==> config.mk <==
export PLATFORM = sky130hd
export DESIGN_NAME = gam_alarm_menu
export DESIGN_NICKNAME = d
export VERILOG_FILES = /design/src/gam_pkg.sv /design/src/gam_alarm_menu.sv
export SDC_FILE = /design/constraint.sdc
export NUM_CORES = 1
export LEC_CHECK = 0
export BUFFER_PORTS_ARGS = -buffer_cell sky130_fd_sc_hd__buf_2
export CAP_MARGIN = 20
export CORE_UTILIZATION = 45
export DETAILED_ROUTE_END_ITERATION = 8
export GPL_TIMING_DRIVEN = 0
export PLACE_DENSITY = 0.61
export SLEW_MARGIN = 20
export SYNTH_ARGS = -nofsm -noshare
export SYNTH_HDL_FRONTEND = slang
export SYNTH_SLANG_ARGS = --single-unit
==> constraint.sdc <==
create_clock -name mclk -period 14.69 [get_ports mclk]
set_clock_uncertainty 0.05 [all_clocks]
set_input_delay 0.7345 -clock mclk [delete_from_list [all_inputs] [get_ports mclk]]
set_output_delay 0.7345 -clock mclk [all_outputs]
set_load 0.01 [all_outputs]
==> src/gam_pkg.sv <==
// Shared constants, types and register map of the gas alarm menu block.
// Assumes a single 20 MHz clock; key pins are asynchronous to it.
`default_nettype none

package gam_pkg;

  // Timing
  localparam int CLK_HZ = 20_000_000;
  localparam int TICK_S = 1;
  localparam int LONG_PRESS_S = 2;
  localparam int MSG_S = 2;
  localparam int CYC_W = 25;

  // Setting limits
  localparam int DWELL_MAX_S = 30;
  localparam int THR_MIN_PCT = 1;
  localparam int THR1_MAX_PCT = 90;
  localparam int THR2_MAX_PCT = 100;
  localparam int DB_MAX_PCT = 10;
  localparam int PCT_DEN = 100;
  localparam logic [13:0] FS_MIN = 14'h0001;
  localparam logic [13:0] FS_MAX = 14'h270F;

  // Reset values
  localparam logic [1:0] UNIT_PPM = 2'h0;
  localparam logic [1:0] UNIT_LEL = 2'h3;
  localparam logic [1:0] DP_RST = 2'h0;
  localparam logic [13:0] FS_RST = 14'h0064;
  localparam logic [13:0] THR1_RST = 14'h0014;
  localparam logic [13:0] THR2_RST = 14'h0028;
  localparam logic [13:0] SPAN_RST = 14'h0032;
  localparam logic [13:0] DB_RST = 14'h0000;
  localparam logic [4:0] DWELL_RST = 5'h01;

  // Register byte offsets
  localparam logic [7:0] REG_SCALE = 8'h00;
  localparam logic [7:0] REG_MODE = 8'h04;
  localparam logic [7:0] REG_AL1_LVL = 8'h08;
  localparam logic [7:0] REG_AL1_OPT = 8'h0C;
  localparam logic [7:0] REG_AL2_LVL = 8'h10;
  localparam logic [7:0] REG_AL2_OPT = 8'h14;
  localparam logic [7:0] REG_SPAN = 8'h18;
  localparam logic [7:0] REG_STATUS = 8'h1C;

  // Field positions
  localparam int F_DP = 4;
  localparam int F_FS = 16;
  localparam int F_DB = 16;
  localparam int F_RLY = 1;
  localparam int F_DWELL = 8;
  localparam int F_ST = 8;

  typedef enum logic [4:0] {
    ST_MEAS, ST_MENU, ST_UNIT, ST_DP, ST_FS, ST_SC_END,
    ST_CAL_SEL, ST_CAL_YN, ST_SPAN_REF, ST_CAL_LIVE, ST_CAL_WAIT,
    ST_CAL_RES, ST_CAL_SHOW, ST_CAL_END,
    ST_LATCH, ST_ENERG, ST_THR, ST_DIR, ST_DB, ST_DWELL, ST_RELAY, ST_AL_END
  } gam_state_t;

  typedef struct packed {
    logic sel;
    logic up;
    logic down;
    logic rel;
  } gam_keys_t;

  typedef struct packed {
    logic start;
    logic span;
    logic [13:0] ref_val;
  } gam_cal_t;

  typedef struct packed {
    logic [13:0] thr;
    logic [13:0] db;
    logic fall;
    logic rly_en;
    logic [4:0] dwell;
  } gam_alm_t;

endpackage : gam_pkg

`default_nettype wire

==> src/gam_alarm_menu.sv <==
// Front-panel menu, calibration sequencing and two-level alarm logic.
// Assumes conc, trouble and cal_done/cal_ok come from logic on mclk;
// key pins are asynchronous and are synchronised here.
//
// Summary of operation
// [RULE1] Select held two seconds opens menu
// [RULE2] Up/down step four units, LEL default
// [RULE3] Up/down cycle four decimal positions
// [RULE4] Up/down raise or lower full scale
// [RULE5] Select stores choice, advances item
// [RULE6] Calibration entry lights calibration lamp
// [RULE7] Yes shows live; select starts, waits
// [RULE8] Good/fail shown two seconds, then reading
// [RULE9] After zero: select spans, release exits
// [RULE10] Span reference flashes, keys adjust it
// [RULE11] After span: end message, then entry
// [RULE12] Latch off self-clears; on needs release
// [RULE13] Energize mode inverts relay contact sense
// [RULE14] First threshold 1 to 90 percent
// [RULE15] Second threshold 1 to 100 percent
// [RULE16] Direction: rising at/above, falling at/below
// [RULE17] Rising: band above sets, below releases
// [RULE18] Falling: band below sets, above releases
// [RULE19] Dwell 0 to 30 s, 1 s steps
// [RULE20] Condition must hold for dwell time
// [RULE21] Relay enable gates alarm contact output
// [RULE22] Group end item returns to menu
// [RULE23] One-second tick times press, message, dwell
`default_nettype none

module gam_alarm_menu #(
  parameter int TICK_CYC = gam_pkg::CLK_HZ * gam_pkg::TICK_S
) (
  // Clock and reset
  input wire logic mclk,
  input wire logic rst_b,
  input wire logic ce,
  // APB slave
  input wire logic psel,
  input wire logic penable,
  input wire logic pwrite,
  input wire logic [7:0] paddr,
  input wire logic [31:0] pwdata,
  output logic [31:0] prdata,
  output logic pready,
  output logic pslverr,
  // Key pins
  input wire gam_pkg::gam_keys_t key_pins,
  // Measurement source
  input wire logic [13:0] conc,
  input wire logic trouble,
  // Calibration engine
  output gam_pkg::gam_cal_t cal_cmd,
  input wire logic cal_done,
  input wire logic cal_ok,
  // Display
  output gam_pkg::gam_state_t menu_state,
  output logic [13:0] disp_val,
  output logic disp_flash,
  output logic [1:0] unit_sel,
  output logic [1:0] dp_sel,
  output logic calibration_lamp,
  output logic cal_good,
  // Alarms
  output logic [1:0] alarm,
  output logic [1:0] relay_closed
);
  import gam_pkg::*;

  gam_state_t st_r, st_nxt;
  logic idx_r, idx_nxt;
  logic [13:0] edit_r, item_val, lim_lo, lim_hi;
  logic wrap, commit, cal_go;
  logic [3:0] kmeta_r, ksync_r, kprev_r;
  logic [CYC_W-1:0] tick_cyc_r, ui_cyc_r;
  logic [1:0] ui_sec_r;
  logic [1:0] unit_r, dp_r;
  logic [13:0] fs_r, span_r;
  logic latch_r, energ_r, cal_ok_r, rdy_r;
  gam_alm_t alm_r [2];
  logic [31:0] rdata;

  // Key synchroniser; edges are taken from the second stage only
  always_ff @(posedge mclk or negedge rst_b) begin
    if (!rst_b) begin
      kmeta_r <= 4'h0;
      ksync_r <= 4'h0;
      kprev_r <= 4'h0;
    end else if (ce) begin
      kmeta_r <= key_pins;
      ksync_r <= kmeta_r;
      kprev_r <= ksync_r;
    end
  end

  wire logic [3:0] kpress = ksync_r & ~kprev_r;
  wire logic sel_p = kpress[3];
  wire logic up_p = kpress[2];
  wire logic dn_p = kpress[1];
  wire logic rel_p = kpress[0];
  wire logic sel_lvl = ksync_r[3];

  // Free-running second tick for alarm dwell
  wire logic sec_tick = (tick_cyc_r == CYC_W'(TICK_CYC - 1));
  always_ff @(posedge mclk or negedge rst_b) begin
    if (!rst_b) tick_cyc_r <= '0;
    else if (ce) tick_cyc_r <= sec_tick ? '0 : tick_cyc_r + 1'b1; // RULE23
  end

  // Interface second counter, restarted on each state change so that
  // the press and message intervals start on a whole second
  wire logic ui_clr = (st_nxt != st_r) || (st_r == ST_MEAS && !sel_lvl);
  wire logic ui_tick = (ui_cyc_r == CYC_W'(TICK_CYC - 1));
  always_ff @(posedge mclk or negedge rst_b) begin
    if (!rst_b) begin
      ui_cyc_r <= '0;
      ui_sec_r <= 2'h0;
    end else if (ce) begin
      ui_cyc_r <= (ui_clr || ui_tick) ? '0 : ui_cyc_r + 1'b1; // RULE23
      if (ui_clr) ui_sec_r <= 2'h0;
      else if (ui_tick && ui_sec_r != 2'h3) ui_sec_r <= ui_sec_r + 2'h1;
    end
  end

  wire logic long_press = sel_lvl && (ui_sec_r >= 2'(LONG_PRESS_S)); // RULE1
  wire logic msg_over = (ui_sec_r >= 2'(MSG_S)); // RULE8

  // Menu sequencing
  always_comb begin
    st_nxt = st_r;
    idx_nxt = idx_r;
    commit = 1'b0;
    cal_go = 1'b0;
    case (st_r)
      ST_MEAS: if (long_press) st_nxt = ST_MENU; // RULE1
      ST_MENU: begin
        if (sel_p) begin
          case (edit_r[1:0])
            2'h0: st_nxt = ST_UNIT;
            2'h1: st_nxt = ST_CAL_SEL;
            default: st_nxt = ST_LATCH;
          endcase
        end else if (rel_p) st_nxt = ST_MEAS;
      end
      ST_UNIT, ST_DP, ST_FS, ST_LATCH, ST_ENERG, ST_THR, ST_DIR, ST_DB,
      ST_DWELL: begin
        if (sel_p) begin
          commit = 1'b1; // RULE5
          st_nxt = gam_state_t'(st_r + 5'h01);
          if (st_r == ST_ENERG) idx_nxt = 1'b0;
        end
      end
      ST_RELAY: begin
        if (sel_p) begin
          commit = 1'b1; // RULE5
          idx_nxt = 1'b1;
          st_nxt = idx_r ? ST_AL_END : ST_THR;
        end
      end
      ST_SC_END, ST_AL_END: if (sel_p) st_nxt = ST_MENU; // RULE22
      ST_CAL_SEL: begin
        if (sel_p) begin
          idx_nxt = edit_r[0];
          st_nxt = (edit_r[1:0] == 2'h2) ? ST_MENU : ST_CAL_YN;
        end
      end
      ST_CAL_YN: begin
        if (sel_p) begin
          if (!edit_r[0]) st_nxt = ST_CAL_SEL;
          else st_nxt = idx_r ? ST_SPAN_REF : ST_CAL_LIVE; // RULE7
        end
      end
      ST_SPAN_REF: begin
        if (sel_p) begin
          commit = 1'b1; // RULE10
          st_nxt = ST_CAL_LIVE;
        end
      end
      ST_CAL_LIVE: begin
        if (sel_p) begin
          cal_go = 1'b1; // RULE7
          st_nxt = ST_CAL_WAIT;
        end
      end
      ST_CAL_WAIT: if (cal_done) st_nxt = ST_CAL_RES;
      ST_CAL_RES: if (msg_over) st_nxt = ST_CAL_SHOW; // RULE8
      ST_CAL_SHOW: begin
        if (sel_p && idx_r) st_nxt = ST_CAL_END; // RULE11
        else if (sel_p) begin
          idx_nxt = 1'b1; // RULE9
          st_nxt = ST_SPAN_REF;
        end else if (rel_p && !idx_r) st_nxt = ST_CAL_SEL; // RULE9
      end
      ST_CAL_END: if (sel_p) st_nxt = ST_CAL_SEL; // RULE11
      default: st_nxt = ST_MEAS;
    endcase
  end

  always_ff @(posedge mclk or negedge rst_b) begin
    if (!rst_b) begin
      st_r <= ST_MEAS;
      idx_r <= 1'b0;
    end else if (ce) begin
      st_r <= st_nxt;
      idx_r <= idx_nxt;
    end
  end

  // Value shown when an item is entered
  always_comb begin
    case (st_nxt)
      ST_UNIT: item_val = {12'h000, unit_r};
      ST_DP: item_val = {12'h000, dp_r};
      ST_FS: item_val = fs_r;
      ST_SPAN_REF: item_val = span_r;
      ST_LATCH: item_val = {13'h0000, latch_r};
      ST_ENERG: item_val = {13'h0000, energ_r};
      ST_THR: item_val = alm_r[idx_nxt].thr;
      ST_DIR: item_val = {13'h0000, alm_r[idx_nxt].fall};
      ST_DB: item_val = alm_r[idx_nxt].db;
      ST_DWELL: item_val = {9'h000, alm_r[idx_nxt].dwell};
      ST_RELAY: item_val = {13'h0000, alm_r[idx_nxt].rly_en};
      default: item_val = 14'h0000;
    endcase
  end

  // Edit limits; percentage limits follow the current full scale
  wire logic [20:0] fs_w = {7'h00, fs_r};
  wire logic [20:0] pct_max = idx_r ? 21'(THR2_MAX_PCT) : 21'(THR1_MAX_PCT);
  wire logic [13:0] thr_hi = 14'((fs_w * pct_max) / 21'(PCT_DEN));
  wire logic [13:0] thr_lo_raw = 14'((fs_w * 21'(THR_MIN_PCT) + 21'(PCT_DEN - 1))
                                     / 21'(PCT_DEN));
  wire logic [13:0] thr_lo = (thr_lo_raw == 14'h0000) ? 14'h0001 : thr_lo_raw;
  wire logic [13:0] db_hi = 14'((fs_w * 21'(DB_MAX_PCT)) / 21'(PCT_DEN));

  always_comb begin
    lim_lo = 14'h0000;
    lim_hi = 14'h0001;
    wrap = 1'b1;
    case (st_r)
      ST_MENU, ST_CAL_SEL: lim_hi = 14'h0002;
      ST_UNIT, ST_DP: lim_hi = 14'h0003; // RULE2 RULE3
      ST_FS: begin
        lim_lo = FS_MIN; // RULE4
        lim_hi = FS_MAX;
        wrap = 1'b0;
      end
      ST_SPAN_REF: begin
        lim_lo = 14'h0001;
        lim_hi = fs_r;
        wrap = 1'b0;
      end
      ST_THR: begin
        lim_lo = thr_lo; // RULE14 RULE15
        lim_hi = thr_hi;
        wrap = 1'b0;
      end
      ST_DB: begin
        lim_hi = db_hi;
        wrap = 1'b0;
      end
      ST_DWELL: begin
        lim_hi = 14'(DWELL_MAX_S); // RULE19
        wrap = 1'b0;
      end
      default: lim_hi = 14'h0001;
    endcase
  end

  wire logic chg = (st_nxt != st_r) || (idx_nxt != idx_r);
  wire logic up_ok = up_p && (edit_r < lim_hi);
  wire logic dn_ok = dn_p && (edit_r > lim_lo);

  always_ff @(posedge mclk or negedge rst_b) begin
    if (!rst_b) edit_r <= 14'h0000;
    else if (ce) begin
      if (chg) edit_r <= item_val;
      else if (up_ok) edit_r <= edit_r + 14'h0001; // RULE4 RULE19
      else if (dn_ok) edit_r <= edit_r - 14'h0001;
      else if (up_p && wrap) edit_r <= lim_lo; // RULE2 RULE3
      else if (dn_p && wrap) edit_r <= lim_hi;
    end
  end

  // APB: zero wait states once the setup cycle has been seen with ce high
  wire logic apb_done = psel && penable && pready;
  wire logic apb_wr = apb_done && pwrite;
  wire logic al_hit = (paddr >= REG_AL1_LVL) && (paddr <= REG_AL2_OPT);
  wire logic al_i = (paddr >= REG_AL2_LVL);
  wire logic mapped = (paddr[1:0] == 2'h0) && (paddr <= REG_STATUS);
  assign pready = penable && rdy_r && ce;
  assign pslverr = pready && !mapped;

  always_comb begin
    rdata = 32'h0000_0000;
    case (paddr)
      REG_SCALE: begin
        rdata[1:0] = unit_r;
        rdata[F_DP +: 2] = dp_r;
        rdata[F_FS +: 14] = fs_r;
      end
      REG_MODE: rdata[1:0] = {energ_r, latch_r};
      REG_AL1_LVL, REG_AL2_LVL: begin
        rdata[13:0] = alm_r[al_i].thr;
        rdata[F_DB +: 14] = alm_r[al_i].db;
      end
      REG_AL1_OPT, REG_AL2_OPT: begin
        rdata[0] = alm_r[al_i].fall;
        rdata[F_RLY] = alm_r[al_i].rly_en;
        rdata[F_DWELL +: 5] = alm_r[al_i].dwell;
      end
      REG_SPAN: rdata[13:0] = span_r;
      REG_STATUS: begin
        rdata[6:0] = {cal_ok_r, st_r == ST_CAL_WAIT, calibration_lamp,
                      relay_closed, alarm};
        rdata[F_ST +: 5] = st_r;
      end
      default: rdata = 32'h0000_0000;
    endcase
  end

  always_ff @(posedge mclk or negedge rst_b) begin
    if (!rst_b) begin
      rdy_r <= 1'b0;
      prdata <= 32'h0000_0000;
    end else if (ce) begin
      rdy_r <= psel && !apb_done;
      if (psel && !pwrite) prdata <= rdata;
    end
  end

  // Settings: a key commit lands after a bus write in the same cycle
  always_ff @(posedge mclk or negedge rst_b) begin
    if (!rst_b) begin
      unit_r <= UNIT_LEL; // RULE2
      dp_r <= DP_RST;
      fs_r <= FS_RST;
      span_r <= SPAN_RST;
      latch_r <= 1'b0;
      energ_r <= 1'b0;
      alm_r[0] <= '{THR1_RST, DB_RST, 1'b0, 1'b1, DWELL_RST}; // RULE17
      alm_r[1] <= '{THR2_RST, DB_RST, 1'b0, 1'b1, DWELL_RST};
    end else if (ce) begin
      if (apb_wr && al_hit && !paddr[2]) begin
        alm_r[al_i].thr <= pwdata[13:0];
        alm_r[al_i].db <= pwdata[F_DB +: 14];
      end
      if (apb_wr && al_hit && paddr[2]) begin
        alm_r[al_i].fall <= pwdata[0];
        alm_r[al_i].rly_en <= pwdata[F_RLY];
        alm_r[al_i].dwell <= pwdata[F_DWELL +: 5];
      end
      if (apb_wr && paddr == REG_SCALE) begin
        unit_r <= pwdata[1:0];
        dp_r <= pwdata[F_DP +: 2];
        fs_r <= pwdata[F_FS +: 14];
      end
      if (apb_wr && paddr == REG_MODE) {energ_r, latch_r} <= pwdata[1:0];
      if (apb_wr && paddr == REG_SPAN) span_r <= pwdata[13:0];
      if (commit) begin
        case (st_r)
          ST_UNIT: unit_r <= edit_r[1:0]; // RULE5
          ST_DP: dp_r <= edit_r[1:0];
          ST_FS: fs_r <= edit_r;
          ST_SPAN_REF: span_r <= edit_r; // RULE10
          ST_LATCH: latch_r <= edit_r[0];
          ST_ENERG: energ_r <= edit_r[0];
          ST_THR: alm_r[idx_r].thr <= edit_r;
          ST_DIR: alm_r[idx_r].fall <= edit_r[0]; // RULE16
          ST_DB: alm_r[idx_r].db <= edit_r;
          ST_DWELL: alm_r[idx_r].dwell <= edit_r[4:0]; // RULE19
          ST_RELAY: alm_r[idx_r].rly_en <= edit_r[0];
          default: latch_r <= latch_r;
        endcase
      end
    end
  end

  // Calibration handshake and display outputs
  wire logic in_cal = (st_r >= ST_CAL_SEL) && (st_r <= ST_CAL_END);
  wire logic show_live = (st_r == ST_MEAS) || (st_r == ST_CAL_LIVE)
                         || (st_r == ST_CAL_SHOW);

  always_ff @(posedge mclk or negedge rst_b) begin
    if (!rst_b) begin
      cal_cmd <= '{1'b0, 1'b0, 14'h0000};
      cal_ok_r <= 1'b0;
      disp_val <= 14'h0000;
      disp_flash <= 1'b0;
      calibration_lamp <= 1'b0;
    end else if (ce) begin
      cal_cmd <= '{cal_go, idx_r, span_r}; // RULE7
      if (st_r == ST_CAL_WAIT && cal_done) cal_ok_r <= cal_ok; // RULE8
      disp_val <= show_live ? conc : edit_r; // RULE7
      disp_flash <= (st_r == ST_SPAN_REF); // RULE10
      calibration_lamp <= in_cal; // RULE6
    end
  end

  assign menu_state = st_r;
  assign unit_sel = unit_r;
  assign dp_sel = dp_r;
  assign cal_good = cal_ok_r;

  // Per-alarm hysteresis, dwell and relay drive
  for (genvar i = 0; i < 2; i++) begin : g_alm
    logic hys_r, alm_act_r, rly_r;
    logic [4:0] cnt_r;
    wire logic [14:0] band_hi = {1'b0, alm_r[i].thr} + {1'b0, alm_r[i].db};
    wire logic lo_ok = (alm_r[i].thr >= alm_r[i].db);
    wire logic [13:0] band_lo = lo_ok ? alm_r[i].thr - alm_r[i].db : 14'h0000;
    wire logic rise_set = ({1'b0, conc} >= band_hi); // RULE16 RULE17
    wire logic rise_clr = (conc < band_lo); // RULE17
    wire logic fall_set = lo_ok && (conc <= band_lo); // RULE16 RULE18
    wire logic fall_clr = ({1'b0, conc} > band_hi); // RULE18
    wire logic set_c = alm_r[i].fall ? fall_set : rise_set;
    wire logic clr_c = alm_r[i].fall ? fall_clr : rise_clr;
    // Tick phase is free, so one extra tick guarantees the full dwell
    wire logic due = hys_r && (alm_r[i].dwell == 5'h00 || cnt_r > alm_r[i].dwell);
    wire logic act = (alm_act_r && alm_r[i].rly_en) || trouble; // RULE21

    always_ff @(posedge mclk or negedge rst_b) begin
      if (!rst_b) begin
        hys_r <= 1'b0;
        cnt_r <= 5'h00;
        alm_act_r <= 1'b0;
        rly_r <= 1'b0;
      end else if (ce) begin
        if (set_c) hys_r <= 1'b1;
        else if (clr_c) hys_r <= 1'b0;
        if (!hys_r) cnt_r <= 5'h00; // RULE20
        else if (sec_tick && !due) cnt_r <= cnt_r + 5'h01; // RULE20
        if (due) alm_act_r <= 1'b1; // RULE12
        else if (!latch_r || rel_p) alm_act_r <= 1'b0; // RULE12
        rly_r <= energ_r ? !act : act; // RULE13
      end
    end

    assign alarm[i] = alm_act_r;
    assign relay_closed[i] = rly_r;
  end

endmodule : gam_alarm_menu

`default_nettype wire

# Word-level counts from Yosys, hierarchy flattened
# Cells that the tools add are included.
word_totals:
  reg_bits: 266
  output_inout_bits: 80
  wordCells: 366
op_classes:
  add_sub_neg: 13
  mul: 2
  div_mod_pow: 3
  n_lt_le_gt_ge: 26
  eq_ne: 49
  muxes: 134
  n_bitwise: 5
  n_reduce_logical: 92
op_table:
  columns: ["cell", "n"]
  rows:
  - ["70-bit bitwise mux", 10]
  - ["35-bit demux with 1-bit select", 10]
  - ["70-bit two-way mux", 5]
  - ["70-bit one-hot mux with 5 select lines", 1]
  - ["35-bit two-way mux", 8]
  - ["14-bit two-way mux", 15]
  - ["14-bit one-hot mux with 11 select lines", 1]
  - ["5-bit two-way mux", 22]
  - ["14-bit one-hot mux with 7 select lines", 1]
  - ["5-bit one-hot mux with 13 select lines", 1]
  - ["21-bit by 7-bit divider with 21-bit output, second input constant", 3]
  - ["14-bit one-hot mux with 2 select lines", 2]
  - ["5-bit by 4-bit equality test with 1-bit output, second input constant", 11]
  - ["5-bit equality test, second input constant", 11]
  - ["25-bit by 1-bit adder with 25-bit output, second input constant", 2]
  - ["25-bit equality test, second input constant", 2]
  - ["25-bit two-way mux", 2]
  - ["14-bit < comparator", 3]
  - ["21-bit two-way mux", 2]
  - ["1-bit logical AND", 37]
  - ["8-bit by 5-bit equality test with 1-bit output, second input constant", 4]
  - ["14-bit by 14-bit adder with 15-bit output", 2]
  - ["14-bit by 15-bit >= comparator with 1-bit output", 2]
  - ["14-bit by 15-bit > comparator with 1-bit output", 2]
  - ["62 further kinds", 165]

# Logic depth before layout (Yosys ltp)
# Gate-level depths: netlist of run 1.
depth:
  depth_word: 18
  ltp_mapped: 64
  mapped_depth_nobuf: 59

# Least setup slack after synthesis of run 1
# Ideal clock, no wire load.
synth_path:
  kind: "flip-flop to flip-flop"
  startpoint: "reg idx_r"
  endpoint: "reg edit_r[6]"
  t_arrival_ps: 13815
  required_ps: 14506
  path_slack_ps: 691
  path_stages_with_launch: 55
  n_path_buf: 5
  synth_period_minus_slack_ps: 13999
  cell_sequence: "dfrtp_1 clkbuf_1 clkbuf_1 buf_1 clkbuf_1 nand2_1 fa_1 fa_1 inv_1 fa_1 ha_1 fa_1 a211oi_1 o211ai_2 a32oi_1 xor2_1 a211o_1 a2111oi_0 [19 not listed] nand3_1 o211ai_2 o21ai_0 a221o_1 and2_1 a31oi_1 nor2_1 a211oi_1 ha_1 a21o_1 a21o_1 a21oi_1 a211o_1 o21ai_0 a211oi_1 a311o_1 a2111oi_1 nor3_1"
synth_via:
  elab_chain_len: 10
synth_rtl:
  columns: ["element", "line_no", "source"]
  rows:
  - ["start, declared", "gam_alarm_menu.sv:71", "logic idx_r, idx_nxt;"]
  - ["start signal, assigned", "gam_alarm_menu.sv:205", "idx_r <= idx_nxt;"]
  - ["branches (longest 10 deep; another with 14-bit by 7-bit multiplier with 21-bit output)", null, null]
  - ["end signal, assigned", "gam_alarm_menu.sv:277", "if (chg) edit_r <= item_val;"]
  - ["end signal, assigned", "gam_alarm_menu.sv:278", "else if (up_ok) edit_r <= edit_r + 14'h0001;"]
  - ["end signal, assigned", "gam_alarm_menu.sv:279", "else if (dn_ok) edit_r <= edit_r - 14'h0001;"]
  - ["end, declared", "gam_alarm_menu.sv:72", "logic [13:0] edit_r, item_val, lim_lo, lim_hi;"]
# Several ways; the timed one is not identified. The select of a mux whose other input is x is not followed.
# A chain may end at the register's enable or synchronous reset.

# Worst setup path after layout of run 1
layout_path:
  startpoint: "reg idx_r"
  endpoint: "reg edit_r[9]"
# The elaborated chain is that of the path after synthesis.

==> results of run 1 <==
## cell type report
| class | instances | area (sq um) | share of cell area (%) |
|---|---|---|---|
| multi-input cells | 3037 | 21140 | 64.25 |
| repair buffers | 186 | 1134 | 3.445 |
| plain buffers | 211 | 999.7 | 3.038 |
| inverters | 183 | 699.4 | 2.125 |
| well taps | 837 | 1047 | 3.182 |
| clock buffers | 47 | 1022 | 3.106 |
| flip-flops and latches | 266 | 6679 | 20.30 |
| clock inverters | 19 | 182.7 | 0.5551 |
## final timing paths
| check | end | cells past startpoint | from | slack, ns |
|---|---|---|---|---|
| hold / removal | ui_cyc_r[5] | 1 | rst_b | 0.01 |
| max in group asynchronous | fs_r[9] | 3 | rst_b | 13.38 |
| min in group mclk | kmeta_r[3] | 2 | key_pins[3] | 0.34 |
| setup reg to reg | edit_r[9] | 54 | idx_r | 0.37 |
| hold reg to reg | prdata[4] | 2 | prdata[4] | 0.42 |
| setup / recovery | edit_r[9] | 54 | idx_r | 0.37 |
## per-layer routing
| metal | wire (microns) | vias up |
|---|---|---|
| li1 | - | 13800 |
| met2 | 51540 | 1489 |
| met5 | 13 | - |
| met1 | 47860 | 14440 |
| met4 | 8101 | 2 |
| met3 | 10670 | 356 |
## flip-flops by register name, summed over array words and instances (netlist names), 4 cells and up
register / flops
alm_r: 70
prdata: 28
tick_cyc_r: 25
ui_cyc_r: 25
cal_cmd: 16
disp_val: 14
edit_r: 14
fs_r: 14
span_r: 14
g_alm.cnt_r: 10
menu_state: 5
kmeta_r: 4
kprev_r: 4
ksync_r: 4
## synthesized netlist by cell type (all sizes together), types with 9 or more instances
library cell	number	area share, %
nand3	88	1.6
a221oi	27	0.85
nand2b	33	0.72
o211ai	36	1.0
a21o	61	1.6
a211o	9	0.28
a22oi	23	0.61
dfstp	16	1.5
buf	42	0.82
nand4	59	1.3
o221ai	13	0.42
o21bai	15	0.40
o31ai	22	0.71
nor3	80	1.5
mux2i	88	3.1
xnor2	102	3.1
nand2	435	5.7
clkbuf	174	2.3
or2	26	0.58
o21ai	264	4.8
a32oi	10	0.36
nor2b	52	1.1
ha	238	10
and3	35	0.77
o21a	31	0.84
o22ai	90	2.0
nor2	398	5.3
fa	42	3.0
inv	179	2.4
a2111oi	10	0.37
a211oi	36	1.0
a21oi	324	5.8
and2	27	0.60
dfrtp	250	22
a31oi	43	0.99
nor4	26	0.57
o31a	9	0.28
xor2	62	2.0
mux2	49	1.9
a22o	11	0.34
or3	18	0.41
## logic make-up (layout without fill, tap and decap cells)
family	count (synthesis)	in the layout	share of synthesized area, %
flip-flops	266	266	23.44
adder cells (fa/ha/maj)	287	287	13.65
AO/OA/AOI/OAI	1117	1117	25.52
XOR/XNOR	164	164	5.134
multiplexers	138	138	5.108
other	2	7	0.02636
buffers and inverters	399	646	5.525
AND/OR/NAND/NOR	1324	1324	21.60
## per-stage QoR
stage	utilization (%)	hold slack [ns]	instance area, sq um
global placement	48.64	0.4133	30240
finish	52.93	0.01163	32910
global route	52.93	0.03936	32910
detailed placement	48.80	0.4148	30340
CTS	51.49	0.01737	32010
floorplan	-	0.3889	28510
## repair_timing
item / CTS / global route
endpoints found under the hold margin: 0 / 0
hold buffers: 0 / 0
pin swaps: 17 / 41
buffers inserted: 14 / 32
resized for setup: 84 / 154
gates cloned: 0 / 1
endpoints found under the setup margin: 14 / 14
==> impl_metrics.csv, run 1 <==
group,metric,value,unit
cts,clkTransAtPathRegs,0.06,ns
layout,diodes,0,
global_route,antenna_found_initial,1,
global_route,busiest_layer,"met2",
setup_path,worstSetupPathType,"reg2reg",
setup_path,critPathTopFamily,"compound AO/OA/AOI/OAI gates",
setup_path,slowest_stage,"fa_1",
global_route,use_met2,55.46,%
sta,fin_crit_sh,97.48,%
floorplan,rows,91,
placement,place_ws,-2.847,ns
setup_path,required,15.07,ns
placement,place_congestion,1.018,
sta,period_needed,14.32,ns
global_route,grtUsageMet3,6.607,%
routing,drc_errors,1,
routing,via_count,30090,
routing,wl_per_cell,24.69,microns
setup_path,start_kind,"flop",
cts,clock_latency,0.60,ns
global_route,grt_max_degree,79,
routing,avgViaCountPerCell,6.287,
setup_path,worstPathArrival,14.70,ns
setup_path,crit_path_end_kind,"flop",
floorplan,die_y,253.6,microns
setup_path,critPathBufInv,9,
cts,cts-root-buf,"clkbuf_16",
floorplan,io_pins,147,
layout,area.growth.synth_to_final,15.51,%
global_route,met1_usage,46.67,%
sta,finalSetupViolCount,0,
cts,cts_tree,"done",
global_route,grt_pass1_wl,174700,microns
placement,hpwlAfterDp,90000,microns
logic_synthesis,async_flop_share,100.0,%
logic_synthesis,synthCells,3697,
routing,drt-initial-drc-count,3564,
placement,portBuffers,136,
status,failed_checks,"design-rule violations",
layout,mostFrequentLayoutCell,"nand2_1",
setup_path,slowest_delay,0.54,ns
logic_synthesis,netlist_area,28490,sq um
status,status,"complete, but fails checks",
layout,layout_common_cells,"nand2_1, nor2_1, a21oi_1",
logic_synthesis,ys_ff_latch,266,
logic_synthesis,ys_seq_area_share,23.44,%
cts,htree_levels,2,
sta,tns,0,ns
logic_synthesis,avgSynthCellArea,7.706,sq um
placement,dp_cells,4678,
layout,drive_gt1_share,13.85,%
sta,fin_ws,0.3698,ns
routing,ant_nets,0,
routing,drt_first_pass_iters,9,
logic_synthesis,synth-main-ff-cell,"dfrtp_1",
routing,routed_wl,118200,microns
global_route,grt.overflow.total,0,
layout,final_cells,4786,
global_route,grt_pass1_vias,28170,
layout,num-fill-cells,6083,
sta,max_freq,69.83,MHz
logic_synthesis,yosys_warnings,0,
layout,layout.nets,4268,
floorplan,die_area,64320,sq um
cts,clockBufferDepth,3,
sta,drv_slew,0,
setup_path,critPathMaxFanout,10,
global_route,grtUsageTotal,35.93,%
sta,slew-limit-headroom,18.13,%
flow_run,drv_cap,0,
sta,rsz0062_at_grt,"true",
cts,cts_buffers,36,
floorplan,die_w,253.6,microns
floorplan,initial_core_util,45.83,%
sta,finalHoldViolCount,0,
logic_synthesis,synth.distinct_cells,123,
logic_synthesis,synth-edff-count,0,
cts,cts.sinks,266,
min_path,min_path_type,"in2async",
floorplan,coreArea,62170,sq um
sta,worst_pin_slew,1.228,ns
Power of run 1 is left out: the tool's default activity adds up to more than one toggle a clock period on the data nets, which glitch-free logic cannot reach.
==> inputs of run 2 (changes only) <==
PLACE_DENSITY = 0.59   (was 0.61)
clock period = 17.15 ns   (was 14.69 ns; I/O delays follow)
==> run 2 against run 1 <==
  * The flow now finishes without violations
  * Cell count is 0.98% lower
  * Sequential share of layout area grew 0.83 points
  * Hold slack improved by 0.048 ns
  * Non-clock buffer count decreased by 44
  * First-iteration DRC count is 1.1% higher
  * Critical path depth is 1 higher
  * Global-route usage shrank 0.21 points
  * Design area fell by 3.9%
  * Wire length fell by 1.6%
  * Die area unchanged
  * Clock-buffer cell count up 3
  * Via count shrank 1.6%
  * Highest routed layer unchanged
==> impl_metrics.csv, run 2 (synthesized netlist as in run 1, its figures left out) <==
group,metric,value,unit
setup_path,worstSetupPathType,"reg2reg",
layout,final_area,31610,sq um
layout,top_register,"alm_r",
global_route,grt_pass1_vias,27700,
setup_path,rr_startpoint,"idx_r",
routing,drt-initial-drc-count,3603,
setup_path,slowest_delay,0.60,ns
cts,clock_latency,0.56,ns
sta,drv_slew,0,
layout,layout.nets,4222,
setup_path,reg2reg_depth,55,
placement,portBuffers,136,
cts,cts.sinks,266,
sta,fin_crit_sh,93.79,%
global_route,grt_pass1_wl,173200,microns
placement,place_congestion,1.038,
sta,period_needed,16.08,ns
floorplan,coreArea,62170,sq um
floorplan,die_w,253.6,microns
layout,layout_common_cells,"nand2_1, nor2_1, a21oi_1",
setup_path,worstPathArrival,16.44,ns
placement,postPlaceCellArea,30350,sq um
setup_path,crit_path_end_kind,"flop",
setup_path,required,17.50,ns
flow_run,drv_cap,0,
routing,drt_first_pass_iters,8,
routing,ant_nets,0,
routing,via_count,29610,
floorplan,initial_core_util,45.83,%
cts,cts_tree,"done",
floorplan,rows,91,
setup_path,start_kind,"flop",
global_route,antenna_found_initial,3,
global_route,grt.overflow.total,0,
min_path,min_path_type,"in2async",
sta,slew-limit-headroom,16.94,%
sta,finalSetupViolCount,0,
layout,reg.largest.list,"alm_r: 70 flops, prdata: 28 flops",
global_route,grt_max_degree,98,
setup_path,critPathMaxFanout,19,
setup_path,worstReg2RegEnd,"edit_r[6]",
cts,htree_levels,2,
routing,drc_errors,0,
sta,worst_pin_slew,1.246,ns
routing,routed_wl,116200,microns
placement,hpwlAfterDp,90140,microns
cts,clkTransAtPathRegs,0.06,ns
routing,wl_per_cell,24.53,microns
setup_path,path_depth,55,
cts,postCtsSetupBuffers,0,
cts,cts_buffers,34,
floorplan,die_area,64320,sq um
layout,area.growth.synth_to_final,10.96,%
layout,drive_gt1_share,10.10,%
floorplan,io_pins,147,
status,status,"finished clean",
sta,rsz0062_at_grt,"false",
layout,largest_reg_flops,70,
setup_path,critPathBufInv,9,
routing,avgViaCountPerCell,6.249,
sta,finalHoldViolCount,0,
setup_path,critPathTopFamily,"compound AO/OA/AOI/OAI gates",
sta,max_freq,62.17,MHz
global_route,grtUsageTotal,35.71,%
cts,cts-root-buf,"clkbuf_16",
floorplan,die_y,253.6,microns
layout,mostFrequentLayoutCell,"nand2_1",
setup_path,slowest_stage,"dfrtp_1",
setup_path,reg2reg_setup_slack,1.07,ns
cts,clockBufferDepth,3,
-- run 2: cell type report --
type,instances,area (sq um)
fill,6310,30560
multi-input combinational,3037,20350
sequential,266,6676
tap,837,1047
clock buffer,50,1042
buffer,213,892.1
timing repair buffer,140,784.5
inverter,183,690.7
clock inverter,11,118.9
antenna,2,5.005
-- run 2: how the worst max path moves through the flow --
stage	from	end	slack, ns
2_1_floorplan	idx_r	edit_r[6]	3.15
3_3_place_gp	idx_r	edit_r[6]	-0.52
3_5_place_dp	idx_r	edit_r[6]	-0.42
5_1_grt	idx_r	edit_r[6]	0.06
4_1_cts	idx_r	edit_r[6]	0.04
6_report	idx_r	edit_r[6]	1.07
-- run 2: repair_timing --
item                       4_1_cts  5_1_grt
pin swaps                        0        1
gates resized for setup          3       25
hold buffers                     0        0
setup endpoints to repair       14       14
-- run 2: metrics by stage --
stage | std cells | worst slack [ns] | setup TNS (ns) | utilization [%] | hold slack, ns
floorplan | 3702 | 3.151 | 0 | - | 0.3955
global placement | 4675 | -0.5242 | -4.166 | 48.64 | 0.4111
detailed placement | 4678 | -0.4183 | -2.363 | 48.82 | 0.4147
CTS | 4739 | 0.04426 | 0 | 50.70 | 0.03705
global route | 4737 | 0.06440 | 0 | 50.84 | 0.04600
finish | 4739 | 1.065 | 0 | 50.85 | 0.06011
-- run 2: routing by layer --
layer / share of wire [%] / GRT usage [%]
met1: 41 / 46.98
met2: 44 / 55.30
met3: 8.9 / 6.535
met4: 6.1 / 19.54
met5: 0.011 / 0
Power of run 2 is left out for the same reason.
